$ cat src/charger_status_pkg.sv
/*
 * Constants for the charger status register bank: offsets, field
 * positions, codes and the serial-target state type.
 * Assumes the bank sits behind a two-wire serial target in one clock.
 */
package charger_status_pkg;
    localparam logic [7:0] OFS_PRESENCE = 8'h1B;
    localparam logic [7:0] OFS_PHASE_TYPE = 8'h1C;
    localparam logic [7:0] OFS_OPT_THERM = 8'h1D;
    localparam logic [7:0] RESET_VALUE = 8'h00;
    // Field positions
    localparam int BIT_FIRST_PRESENT = 1;
    localparam int BIT_BUS_PRESENT = 0;
    localparam int BIT_THERMAL = 2;
    localparam int BIT_DATA_LINE = 1;
    localparam int BIT_BATTERY = 0;
    localparam logic [2:0] RSVD_FIELD = 3'h0;
    // Charge phase codes
    localparam logic [2:0] PHASE_IDLE = 3'h0;
    localparam logic [2:0] PHASE_RSVD = 3'h5;
    // Input source type codes
    localparam logic [3:0] SRC_NONE = 4'h0;
    localparam logic [3:0] SRC_NONSTD = 4'h6;
    localparam logic [3:0] SRC_OTG = 4'h7;
    localparam logic [3:0] SRC_UNQUAL = 4'h8;
    localparam logic [3:0] SRC_DIRECT = 4'hB;
    // Optimizer codes
    localparam logic [1:0] OPT_OFF = 2'h0;
    localparam logic [1:0] OPT_RSVD = 2'h3;
    // Serial link: bits per byte, open-drain low level
    localparam logic [3:0] BITS_PER_BYTE = 4'h8;
    localparam logic SDA_LOW = 1'b0;
    // Width of the raw status bundle from the analog side
    localparam int RAW_WIDTH = 17;

    typedef enum logic [3:0] {
        S_IDLE, S_ADDR, S_ADDR_ACK, S_PTR, S_PTR_ACK,
        S_WDATA, S_WDATA_ACK, S_RDATA, S_RDATA_ACK
    } link_state_t;
endpackage : charger_status_pkg

$ cat src/charger_status_flags.sv
/*
 * Read-only charger status bank with its two-wire serial target.
 * Status levels arrive from analog circuits and are synchronised;
 * SCL and SDA arrive from pins; SDA is open drain (low when enabled).
 */
`timescale 1ns/1ps
module charger_status_flags #(
    parameter logic [6:0] DEV_ADDR = 7'h2A // Arbitrary target address
) (
    input wire logic clock,
    input wire logic reset_n,
    input wire logic sclIn,
    input wire logic sdaIn,
    output logic sdaOut,
    output logic sdaOe,
    input wire logic firstAcInput,
    input wire logic busInputIn,
    input wire logic [2:0] chargePhaseIn,
    input wire logic [3:0] sourceTypeIn,
    input wire logic otgHotLimit,
    input wire logic otgColdLimit,
    input wire logic detectDoneIn,
    input wire logic [1:0] optimizerIn,
    input wire logic thermalIn,
    input wire logic dataLineIn,
    input wire logic batteryUvloRelease
);
    import charger_status_pkg::*;

    // Address zero is the broadcast call; a target there would answer
    // every controller on the bus, so it is refused at elaboration
    if (DEV_ADDR == 7'h00) begin : g_bad_addr
        $error("target address zero is not allowed");
    end

    // Serial pins: two flops, then one more for edge detection
    logic sclMeta_ff, sclSync_ff, sclLast_ff;
    logic sdaMeta_ff, sdaSync_ff, sdaLast_ff;
    always_ff @(posedge clock or negedge reset_n) begin
        if (!reset_n) begin
            {sclMeta_ff, sclSync_ff, sclLast_ff} <= 3'h7;
            {sdaMeta_ff, sdaSync_ff, sdaLast_ff} <= 3'h7;
        end else begin
            {sclMeta_ff, sclSync_ff, sclLast_ff} <=
                {sclIn, sclMeta_ff, sclSync_ff};
            {sdaMeta_ff, sdaSync_ff, sdaLast_ff} <=
                {sdaIn, sdaMeta_ff, sdaSync_ff};
        end
    end

    // Analog status bundle through two flops; all start at zero
    logic [RAW_WIDTH-1:0] rawIn, rawMeta_ff, raw_ff;
    assign rawIn = {firstAcInput, busInputIn, chargePhaseIn,
                    sourceTypeIn, otgHotLimit, otgColdLimit,
                    detectDoneIn, optimizerIn, thermalIn, dataLineIn,
                    batteryUvloRelease};
    always_ff @(posedge clock or negedge reset_n) begin
        if (!reset_n) begin
            rawMeta_ff <= '0;
            raw_ff <= '0;
        end else begin
            rawMeta_ff <= rawIn;
            raw_ff <= rawMeta_ff;
        end
    end

    // Legal-code filters; a reserved phase reports as the idle code, an illegal source type as SRC_NONE
    function automatic logic [2:0] phaseCode(input logic [2:0] p);
        phaseCode = (p == PHASE_RSVD) ? PHASE_IDLE : p;
    endfunction : phaseCode

    function automatic logic typeLegal(input logic [3:0] t);
        typeLegal = (t <= SRC_UNQUAL) || (t == SRC_DIRECT);
    endfunction : typeLegal

    // Synchronised fields
    logic firstInputPresent, busInputPresent, otgLimit;
    logic [2:0] rawPhase, chargePhase;
    logic [3:0] rawType, sourceType;
    logic chargerDetectDone, thermalActive, dataLineActive;
    logic batteryPresent, typeForcedZero;
    logic [1:0] rawOpt, optimizerState;
    assign firstInputPresent = raw_ff[16];
    assign busInputPresent = raw_ff[15];
    assign rawPhase = raw_ff[14:12];
    assign rawType = raw_ff[11:8];
    assign otgLimit = raw_ff[7] | raw_ff[6];
    assign chargerDetectDone = raw_ff[5];
    assign rawOpt = raw_ff[4:3];
    assign thermalActive = raw_ff[2];
    assign dataLineActive = raw_ff[1];
    assign batteryPresent = raw_ff[0];

    // Encoded fields with reserved and forced-zero cases folded in
    assign chargePhase = phaseCode(rawPhase);
    assign typeForcedZero = (otgLimit && rawType == SRC_OTG) ||
        (!busInputPresent && !firstInputPresent && rawType != SRC_OTG);
    assign sourceType = (typeForcedZero || !typeLegal(rawType)) ?
        SRC_NONE : rawType;
    assign optimizerState = (rawOpt == OPT_RSVD) ? OPT_OFF : rawOpt;

    // Register images; unused bits read zero
    logic [7:0] regPresence, regPhaseType, regOptTherm;
    assign regPresence = {6'h00, firstInputPresent,
                          busInputPresent};
    assign regPhaseType = {chargePhase, sourceType,
                           chargerDetectDone};
    assign regOptTherm = {optimizerState, RSVD_FIELD, thermalActive,
                          dataLineActive, batteryPresent};

    // Read decode, used at every byte load
    function automatic logic [7:0] regRead(input logic [7:0] a,
        input logic [7:0] r0, input logic [7:0] r1, input logic [7:0] r2);
        case (a)
            OFS_PRESENCE: regRead = r0;
            OFS_PHASE_TYPE: regRead = r1;
            OFS_OPT_THERM: regRead = r2;
            default: regRead = RESET_VALUE;
        endcase
    endfunction : regRead

    // Bus events seen on the synchronised pins
    logic sclRise, sclFall, startSeen, stopSeen, byteDone, addrHit;
    logic [7:0] readByte;
    assign sclRise = sclSync_ff & ~sclLast_ff;
    assign sclFall = ~sclSync_ff & sclLast_ff;
    assign startSeen = sclSync_ff & sclLast_ff & sdaLast_ff & ~sdaSync_ff;
    assign stopSeen = sclSync_ff & sclLast_ff & ~sdaLast_ff & sdaSync_ff;

    link_state_t state_ff;
    logic [3:0] bitCnt_ff;
    logic [7:0] shift_ff, txShift_ff, ptr_ff;
    logic rdMode_ff, sdaOe_ff;
    assign byteDone = (bitCnt_ff == BITS_PER_BYTE);
    assign addrHit = (shift_ff[7:1] == DEV_ADDR);
    assign readByte = regRead(ptr_ff, regPresence, regPhaseType,
                              regOptTherm);

    // Open-drain SDA: only ever pulled low
    assign sdaOut = SDA_LOW;
    assign sdaOe = sdaOe_ff;

    // Shift register on SCL rising; bit count on SCL rising, or on SCL falling in read data
    always_ff @(posedge clock or negedge reset_n) begin
        if (!reset_n) begin
            shift_ff <= 8'h00;
            bitCnt_ff <= 4'h0;
        end else if (startSeen) begin
            bitCnt_ff <= 4'h0;
        end else if (sclRise && (state_ff == S_ADDR ||
                     state_ff == S_PTR || state_ff == S_WDATA)) begin
            shift_ff <= {shift_ff[6:0], sdaSync_ff};
            bitCnt_ff <= bitCnt_ff + 4'h1;
        end else if (sclFall && !byteDone && state_ff == S_RDATA) begin
            bitCnt_ff <= bitCnt_ff + 4'h1;
        end else if (sclFall && state_ff != S_RDATA &&
                     state_ff != S_ADDR && state_ff != S_PTR &&
                     state_ff != S_WDATA) begin
            bitCnt_ff <= 4'h0;
        end
    end

    // Transfer sequencer; writes to data bytes are acked and dropped
    always_ff @(posedge clock or negedge reset_n) begin
        if (!reset_n) begin
            state_ff <= S_IDLE;
            sdaOe_ff <= 1'b0;
            rdMode_ff <= 1'b0;
            ptr_ff <= 8'h00;
            txShift_ff <= 8'h00;
        end else if (startSeen) begin
            state_ff <= S_ADDR;
            sdaOe_ff <= 1'b0;
        end else if (stopSeen) begin
            state_ff <= S_IDLE;
            sdaOe_ff <= 1'b0;
        end else if (sclRise && state_ff == S_RDATA_ACK && sdaSync_ff) begin
            state_ff <= S_IDLE; // Controller declined more data
        end else if (sclFall) begin
            case (state_ff)
                S_ADDR: begin
                    if (byteDone && addrHit) begin
                        state_ff <= S_ADDR_ACK;
                        sdaOe_ff <= 1'b1;
                        rdMode_ff <= shift_ff[0];
                    end else if (byteDone) begin
                        state_ff <= S_IDLE;
                    end
                end
                S_ADDR_ACK, S_RDATA_ACK: begin
                    if (rdMode_ff) begin
                        state_ff <= S_RDATA;
                        txShift_ff <= readByte;
                        sdaOe_ff <= ~readByte[7];
                    end else begin
                        state_ff <= S_PTR;
                        sdaOe_ff <= 1'b0;
                    end
                end
                S_PTR: begin
                    if (byteDone) begin
                        state_ff <= S_PTR_ACK;
                        ptr_ff <= shift_ff;
                        sdaOe_ff <= 1'b1;
                    end
                end
                S_PTR_ACK, S_WDATA_ACK: begin
                    state_ff <= S_WDATA;
                    sdaOe_ff <= 1'b0;
                end
                S_WDATA: begin
                    if (byteDone) begin
                        state_ff <= S_WDATA_ACK;
                        ptr_ff <= ptr_ff + 8'h01;
                        sdaOe_ff <= 1'b1;
                    end
                end
                S_RDATA: begin
                    if (bitCnt_ff == BITS_PER_BYTE - 4'h1) begin
                        state_ff <= S_RDATA_ACK;
                        ptr_ff <= ptr_ff + 8'h01;
                        sdaOe_ff <= 1'b0;
                    end else begin
                        txShift_ff <= {txShift_ff[6:0], 1'b0};
                        sdaOe_ff <= ~txShift_ff[6];
                    end
                end
                default: begin
                    state_ff <= S_IDLE;
                    sdaOe_ff <= 1'b0;
                end
            endcase
        end
    end
endmodule : charger_status_flags

$ cat config.mk
export PLATFORM = sky130hd
export DESIGN_NAME = charger_status_flags
export DESIGN_NICKNAME = d
export VERILOG_FILES = /design/src/charger_status_pkg.sv /design/src/charger_status_flags.sv
export SDC_FILE = /design/constraint.sdc
export NUM_CORES = 1
export LEC_CHECK = 0
export BUFFER_PORTS_ARGS = -buffer_cell sky130_fd_sc_hd__clkbuf_2
export CORE_ASPECT_RATIO = 1.4
export CORE_MARGIN = 5
export CORE_UTILIZATION = 26
export CTS_CLUSTER_SIZE = 40
export DETAILED_ROUTE_END_ITERATION = 16
export REMOVE_ABC_BUFFERS = 1
export SETUP_SLACK_MARGIN = 0.4
export SLEW_MARGIN = 25
export SYNTH_ARGS = -nofsm -noshare
export SYNTH_HDL_FRONTEND = slang
export SYNTH_SLANG_ARGS = --single-unit
export TNS_END_PERCENT = 100
$ cat constraint.sdc
create_clock -name clock -period 2.26 [get_ports clock]
set_input_delay 0.113 -clock clock [delete_from_list [all_inputs] [get_ports clock]]
set_output_delay 0.113 -clock clock [all_outputs]
set_load 0.005 [all_outputs]
### Word level (Yosys, flattened, before mapping)

Index checks and enable logic that the tools add are counted.

* reduce and logical (&&, ||, !) cells: 36
* equal/unequal tests: 35
* muxes and demuxes: 35
* $lt $le $gt $ge: 1
* add/sub/neg operators: 2
* bitwise logic cells: 17
* shift-type cells: 0
* divide/modulo/power cells: 0
* multiply operators: 0

Operator list (number)
* two-way mux 4 bit: 14
* one-hot mux 8 bit (3 select lines): 2
* == test 4 x 3 -> 1 bit, second input constant: 6
* == test 8 x 5 -> 1 bit, second input constant: 3
* two-way mux 8 bit: 3
* one-hot mux 4 bit (6 select lines): 1
* inequality test 4 x 3 -> 1 bit, second input constant: 4
* two-way mux 7 bit: 2
* one-hot mux 7 bit (2 select lines): 1
* logical AND 1 bit: 13
* == test 4 bit, second input constant: 3
* inequality test 5 x 4 -> 1 bit, second input constant: 2
* NOT 1 bit: 9
* adder 8 x 1 -> 8 bit, second input constant: 1
* == test 4 x 2 -> 1 bit, second input constant: 2
* two-way mux 1 bit: 8
* inequality test 2 bit, second input constant: 4
* inequality test 4 x 1 -> 1 bit, second input constant: 2
* AND reduction 8 bit: 1
* nonzero test 4 bit: 2
* AND 1 bit: 7
* == test 7 x 6 -> 1 bit, second input constant: 1
* AND reduction 7 bit: 1
* two-way mux 3 bit: 2
* 22 further kinds: 32

* input bits: 21
* logic and storage cells: 141
* output and inout bits: 2
* bits in latches: 0
* memory bits (writable): 0
* flip-flop bits (word level): 73
* bits in read-only memories: 0
* memories: 0

### Depth between registers and ports, before layout

* depth in word-level cells: 14
* mapped depth: 8
* gate-level depth less buffers: 7

### Worst setup path after synthesis

No wires, ideal clock.

* kind: reg2reg
* from: reg ptr_ff[5]
* to: reg txShift_ff[1]
* stages on the path, launching flop included: 6
* buffers on the path: 0
* arrival time: 1799 ps
* library setup time: 73 ps
* required time: 2187 ps
* period minus slack after synthesis: 1872 ps
* setup slack: 388 ps
* cells stage by stage: dfrtp_1 -> or4b_4 -> or4_4 -> o21ai_1 -> a31oi_1 -> a21oi_2

* cells in the longest elaborated chain, start to end: 4
* elaborated cells on any way between the ends: 6
* those cells by class: eq/ne (3); mux (3)

RTL lines
* start: declaration: line charger_status_flags.sv:132 `logic [7:0] shift_ff, txShift_ff, ptr_ff;`
* start signal: assignment: line charger_status_flags.sv:203 `ptr_ff <= shift_ff;`
* start signal: assignment: line charger_status_flags.sv:214 `ptr_ff <= ptr_ff + 8'h01;`
* start signal: assignment: line charger_status_flags.sv:221 `ptr_ff <= ptr_ff + 8'h01;`
* == test 8 x 5 -> 1 bit: line charger_status_flags.sv:114 `case (a)`
* one-hot mux 8 bit (3 select lines) *: line charger_status_flags.sv:114
* two-way mux 7 bit *: line charger_status_flags.sv:191 `if (rdMode_ff) begin`
* one-hot mux 7 bit (2 select lines) *: line charger_status_flags.sv:180 `case (state_ff)`
* end signal: assignment: line charger_status_flags.sv:193 `txShift_ff <= readByte;`
* end signal: assignment: line charger_status_flags.sv:224 `txShift_ff <= {txShift_ff[6:0], 1'b0};`
* end: declaration: line charger_status_flags.sv:132

Every way passes the cells marked *; elsewhere a longest branch is shown, timed or not. The select of a mux whose other input is x is not followed.
A chain may end at the register's enable or synchronous reset.

### Final worst setup path

* from: reg bitCnt_ff[1]
* to: reg state_ff[1]

* cells in the longest elaborated chain, start to end: 8
* elaborated cells on any way between the ends: 14
* those cells by class: eq/ne (6); mux (6); reduce/logical (2)

RTL lines
* start: declaration: line charger_status_flags.sv:131 `logic [3:0] bitCnt_ff;`
* start signal: assignment: line charger_status_flags.sv:153 `bitCnt_ff <= bitCnt_ff + 4'h1;`
* start signal: assignment: line charger_status_flags.sv:155 `bitCnt_ff <= bitCnt_ff + 4'h1;`
* == test 4 bit: line charger_status_flags.sv:134 `assign byteDone = (bitCnt_ff == BITS_PER_BYTE);`
* logical AND 1 bit: line charger_status_flags.sv:182 `if (byteDone && addrHit) begin`
* two-way mux 4 bit: line charger_status_flags.sv:182
* one-hot mux 4 bit (6 select lines): line charger_status_flags.sv:180
* two-way mux 4 bit: line charger_status_flags.sv:179 `end else if (sclFall) begin`
* two-way mux 4 bit: line charger_status_flags.sv:177 `end else if (sclRise && state_ff == S_RDATA_ACK && sdaSync_ff) begin`
* two-way mux 4 bit: line charger_status_flags.sv:174 `end else if (stopSeen) begin`
* two-way mux 4 bit: line charger_status_flags.sv:171 `end else if (startSeen) begin`
* end signal: assignment: line charger_status_flags.sv:172 `state_ff <= S_ADDR;`
* end signal: assignment: line charger_status_flags.sv:175 `state_ff <= S_IDLE;`
* end signal: assignment: line charger_status_flags.sv:178 `state_ff <= S_IDLE;`
* end: declaration: line charger_status_flags.sv:130 `link_state_t state_ff;`

Parallel ways exist; a longest one is shown, timed or not. The select of a mux whose other input is x is not followed.

==> impl_metrics.tcl <==
set metrics [dict create \
    run_status "finished clean" \
    power_report.internal_total_mw 2.30 \
    power_frac_clock_pct 46.7 \
    drc 0 \
    detailroute.via_count 2575 \
    final_min_period_over_clock_period_pct 80.5 \
    die_w_microns 105 \
    seq_area_frac_synth_pct 55.3 \
    antenna_found_initial 0 \
    chipHeight_microns 144 \
    top_usage_layer "met2" \
    clock_tree.buffer_depth 2 \
    synth_cell_type_count 57 \
    gp_congestion 0.882 \
    clock_sinks 73 \
    cts.root.buffer_cell "sky130_fd_sc_hd__clkbuf_16" \
    global_route.usage.met3_pct 2.56 \
    fillerInstances 1169 \
    power-per-cell-area_nw_per_um2 674 \
    cp.buffers_inverters 2 \
    post_drt_wl_per_cell_microns 13.8 \
    synth_enable_flop_cells 0 \
    worst_slew_pin_slew_ps 886 \
    power.share.sequential_pct 47.8 \
    finalHoldViolCount 0 \
    grt_start_max_net_pins 74 \
    critical_path.endpoint_type "flop" \
    design.die.area_sq_um 15100 \
    max_cap_viol_count 0 \
    worstPathMaxFanout 4 \
    finalSetupTns_ps 0 \
    area_growth_syn_to_layout_pct 31.7 \
    dp_hpwl_mm 4.81 \
    synth.avg_cell_area_sq_um 11.0 \
    final.min_clock_period_ps 1820 \
    timing.critical_path.cells "inv_1, ha_1, nand3b_1, buf_6, or4_1, a21oi_1, mux2_2" \
    placement.cell_area_sq_um 3590 \
    worst_hold_slack_ps 345 \
    drt_wl_total_mm 7.24 \
    initial_utilization_pct 26.7 \
    crit_family "simple AND/OR/NAND/NOR gates" \
    ys_dominant_reg_cell "sky130_fd_sc_hd__dfrtp_1" \
    gr-usage-met1_pct 11.2 \
    grt_usage_pct 10.3 \
    max_slew_margin_pct 40.9 \
    worst_skew_pair.late_latency_ps 330 \
    async_reset_ff_share_pct 100 \
    critical_path.max_stage_delay_ps 470 \
    tritoncts_buffer_count 9 \
    slowest_stage "sky130_fd_sc_hd__or4_1" \
    postSynthRegisterBits 73 \
    netlist_instances 302 \
    io-pin-count 23 \
    min_path_type "reg2reg" \
    critical_path_arrival_ps 2090 \
    power_leakage_nw 1.84 \
    post_route_cells_drive_above_1_share_pct 30.7 \
    first_global_vias 2709 \
    max_freq_mhz 550 \
    cts_tree "yes" \
    clkTransAtPathRegs_ps 60 \
    detail_route.first_pass.iterations 4 \
    vdd_drop_max_mv 0.617 \
    finClkSkew_ps 6.48 \
    mappedNetlistArea_sq_um 3320 \
    final_design_area_no_fill_sq_um 4370 \
    postRouteAntennaNets 0 \
    critPathRequiredTime_ps 2530 \
    setup.worst_path.start_class "flop" \
    insertedDiodeCount 0 \
    commonest_non_fill_non_tap_cell_in_the_layout "sky130_fd_sc_hd__dfrtp_1" \
    grt_setup_unrepaired "true" \
    globalRouteMet2Util_pct 18.5 \
    yosys_warnings 0 \
    power.switching_fraction_pct 21.9 \
    detail_route.vias_per_cell 4.91 \
    setup_viol_count_final 0 \
    report.final.slew_viol_count 0 \
    drt_iter0_markers 213 \
    fp-row-count 48 \
    globalRouteOverflowTotal 0 \
    io_buffer_count 21 \
    critPathKind "reg2reg" \
    layout_common_cells "62 x sky130_fd_sc_hd__dfrtp_1, 26 x sky130_fd_sc_hd__buf_4, 22 x sky130_fd_sc_hd__nand2_1" \
    power.combinational.fraction_pct 5.5 \
    layout.nets 395 \
    power_switching_mw 0.644 \
    grt_first_pass_wirelength_mm 12.6 \
    core_region_area_sq_um 12400 \
    ctsHtreeMaxLevel 3 \
]
cell type report:
type                    instances  area [sq um]  area share, %
well taps                     150           188           4.30
inverters                       9          33.8          0.773
multi-input cells             207          1470           33.7
clock inverters                 5          56.3           1.29
repair buffers                 69           547           12.5
clock buffers                  11           233           5.33
flip-flops and latches         73          1840           42.1
synthesized netlist by cell type, types with 2 or more instances:
cell type                  instances  area, sq um
sky130_fd_sc_hd__o211ai_1          4         30.0
sky130_fd_sc_hd__o21ai_0          19         95.1
sky130_fd_sc_hd__xor2_1            2         17.5
sky130_fd_sc_hd__nor4_1            6         37.5
sky130_fd_sc_hd__and3_1            3         18.8
sky130_fd_sc_hd__nor3b_1           2         15.0
sky130_fd_sc_hd__nand3b_1          3         22.5
sky130_fd_sc_hd__inv_1             9         33.8
sky130_fd_sc_hd__nor2b_1           4         25.0
sky130_fd_sc_hd__o22a_1            2         17.5
sky130_fd_sc_hd__or4_1             2         15.0
sky130_fd_sc_hd__dfstp_2           6          158
sky130_fd_sc_hd__dfrtp_1          67         1680
sky130_fd_sc_hd__a31oi_1           4         25.0
sky130_fd_sc_hd__nor4b_1           2         17.5
sky130_fd_sc_hd__a22oi_1           4         30.0
sky130_fd_sc_hd__o31ai_1           4         30.0
sky130_fd_sc_hd__buf_2             2         10.0
sky130_fd_sc_hd__clkbuf_8          3         41.3
sky130_fd_sc_hd__nor2_1           22         82.6
sky130_fd_sc_hd__ha_1              5         62.6
sky130_fd_sc_hd__a21boi_0          2         15.0
sky130_fd_sc_hd__nor3_1           11         55.1
sky130_fd_sc_hd__a22o_1            3         26.3
sky130_fd_sc_hd__nand2b_1          6         37.5
sky130_fd_sc_hd__nand3_1           7         35.0
sky130_fd_sc_hd__o22ai_1           3         18.8
sky130_fd_sc_hd__mux2i_1           4         40.0
sky130_fd_sc_hd__nand2_1          22         82.6
sky130_fd_sc_hd__mux2_2           15          169
sky130_fd_sc_hd__clkbuf_1          5         18.8
sky130_fd_sc_hd__a21oi_1          21          105
sky130_fd_sc_hd__a32oi_1           3         26.3
sky130_fd_sc_hd__buf_4             2         15.0
final timing paths:
path	cells past startpoint	to	from	slack [ps]
max in group asynchronous	2	state_ff[0]	reset_n	1180
min in group asynchronous	2	sdaOe	reset_n	430
hold / removal	0	raw_ff[8]	rawMeta_ff[8]	340
hold reg to reg	0	raw_ff[8]	rawMeta_ff[8]	340
setup reg to reg	7	state_ff[1]	bitCnt_ff[1]	440
setup / recovery	7	state_ff[1]	bitCnt_ff[1]	440
per-stage QoR:
| stage | setup slack, ps | cells | power [mW] | utilization [%] |
|---|---|---|---|---|
| after floorplan | 141 | 289 | 1.47 | - |
| after global placement | 123 | 468 | 1.54 | 28.9 |
| after detailed placement | 174 | 468 | 1.55 | 28.9 |
| after CTS | 350 | 510 | 2.97 | 33.4 |
| after global routing | 307 | 524 | 3.06 | 35.1 |
| final | 442 | 524 | 2.94 | 35.1 |
registers in the layout (all words and copies together) (netlist names):
| signal | flops |
|---|---|
| sdaSync_ff | 1 |
| raw_ff | 17 |
| sdaMeta_ff | 1 |
| state_ff | 4 |
| ptr_ff | 8 |
| sclSync_ff | 1 |
| txShift_ff | 7 |
| sdaLast_ff | 1 |
| sdaOe | 1 |
| sclMeta_ff | 1 |
| rawMeta_ff | 17 |
| sclLast_ff | 1 |
| shift_ff | 8 |
| bitCnt_ff | 4 |
| rdMode_ff | 1 |
timing repair:
item,4_1_cts,5_1_grt
hold buffers,20,0
gates resized for setup,11,27
pin swaps,4,6
hold endpoints to repair,86,0
setup buffers,6,14
endpoints found under the setup margin,12,19
worst register-to-register path, delay by kind of cell, from the launching register on:
family	cells	cell delay [ps]
simple gates	2	650
mux	1	160
fa+ha+maj	1	140
buf+inv	2	240
flops	1	400
compound gates	1	160
power by group through the flow:
stage                     clock network, mW  logic, mW  registers [mW]
final                                  1.37      0.163            1.41
after global routing                   1.46      0.185            1.41
after CTS                              1.41      0.151            1.41
after detailed placement                  0      0.118            1.43
after global placement                    0      0.116            1.43
after floorplan                           0     0.0589            1.41
cells by family after synthesis:
kind of cell,share of synthesized area [%]
compound gates,14.3
simple gates,17.4
xor+xnor,0.793
other cells,0.113
fa+ha+maj,1.89
flops,55.3
buf+inv,3.92
mux,6.30
layer usage:
metal  share of wire [%]  wire length [microns]  vias up
met3                 3.7                    267       17
met1                  39                   2820     1272
met2                  55                   4000       52
met5                   0                      0        -
li1                    -                      -     1234
met4                 2.1                    151        0
(Power assumes the default switching activity.)
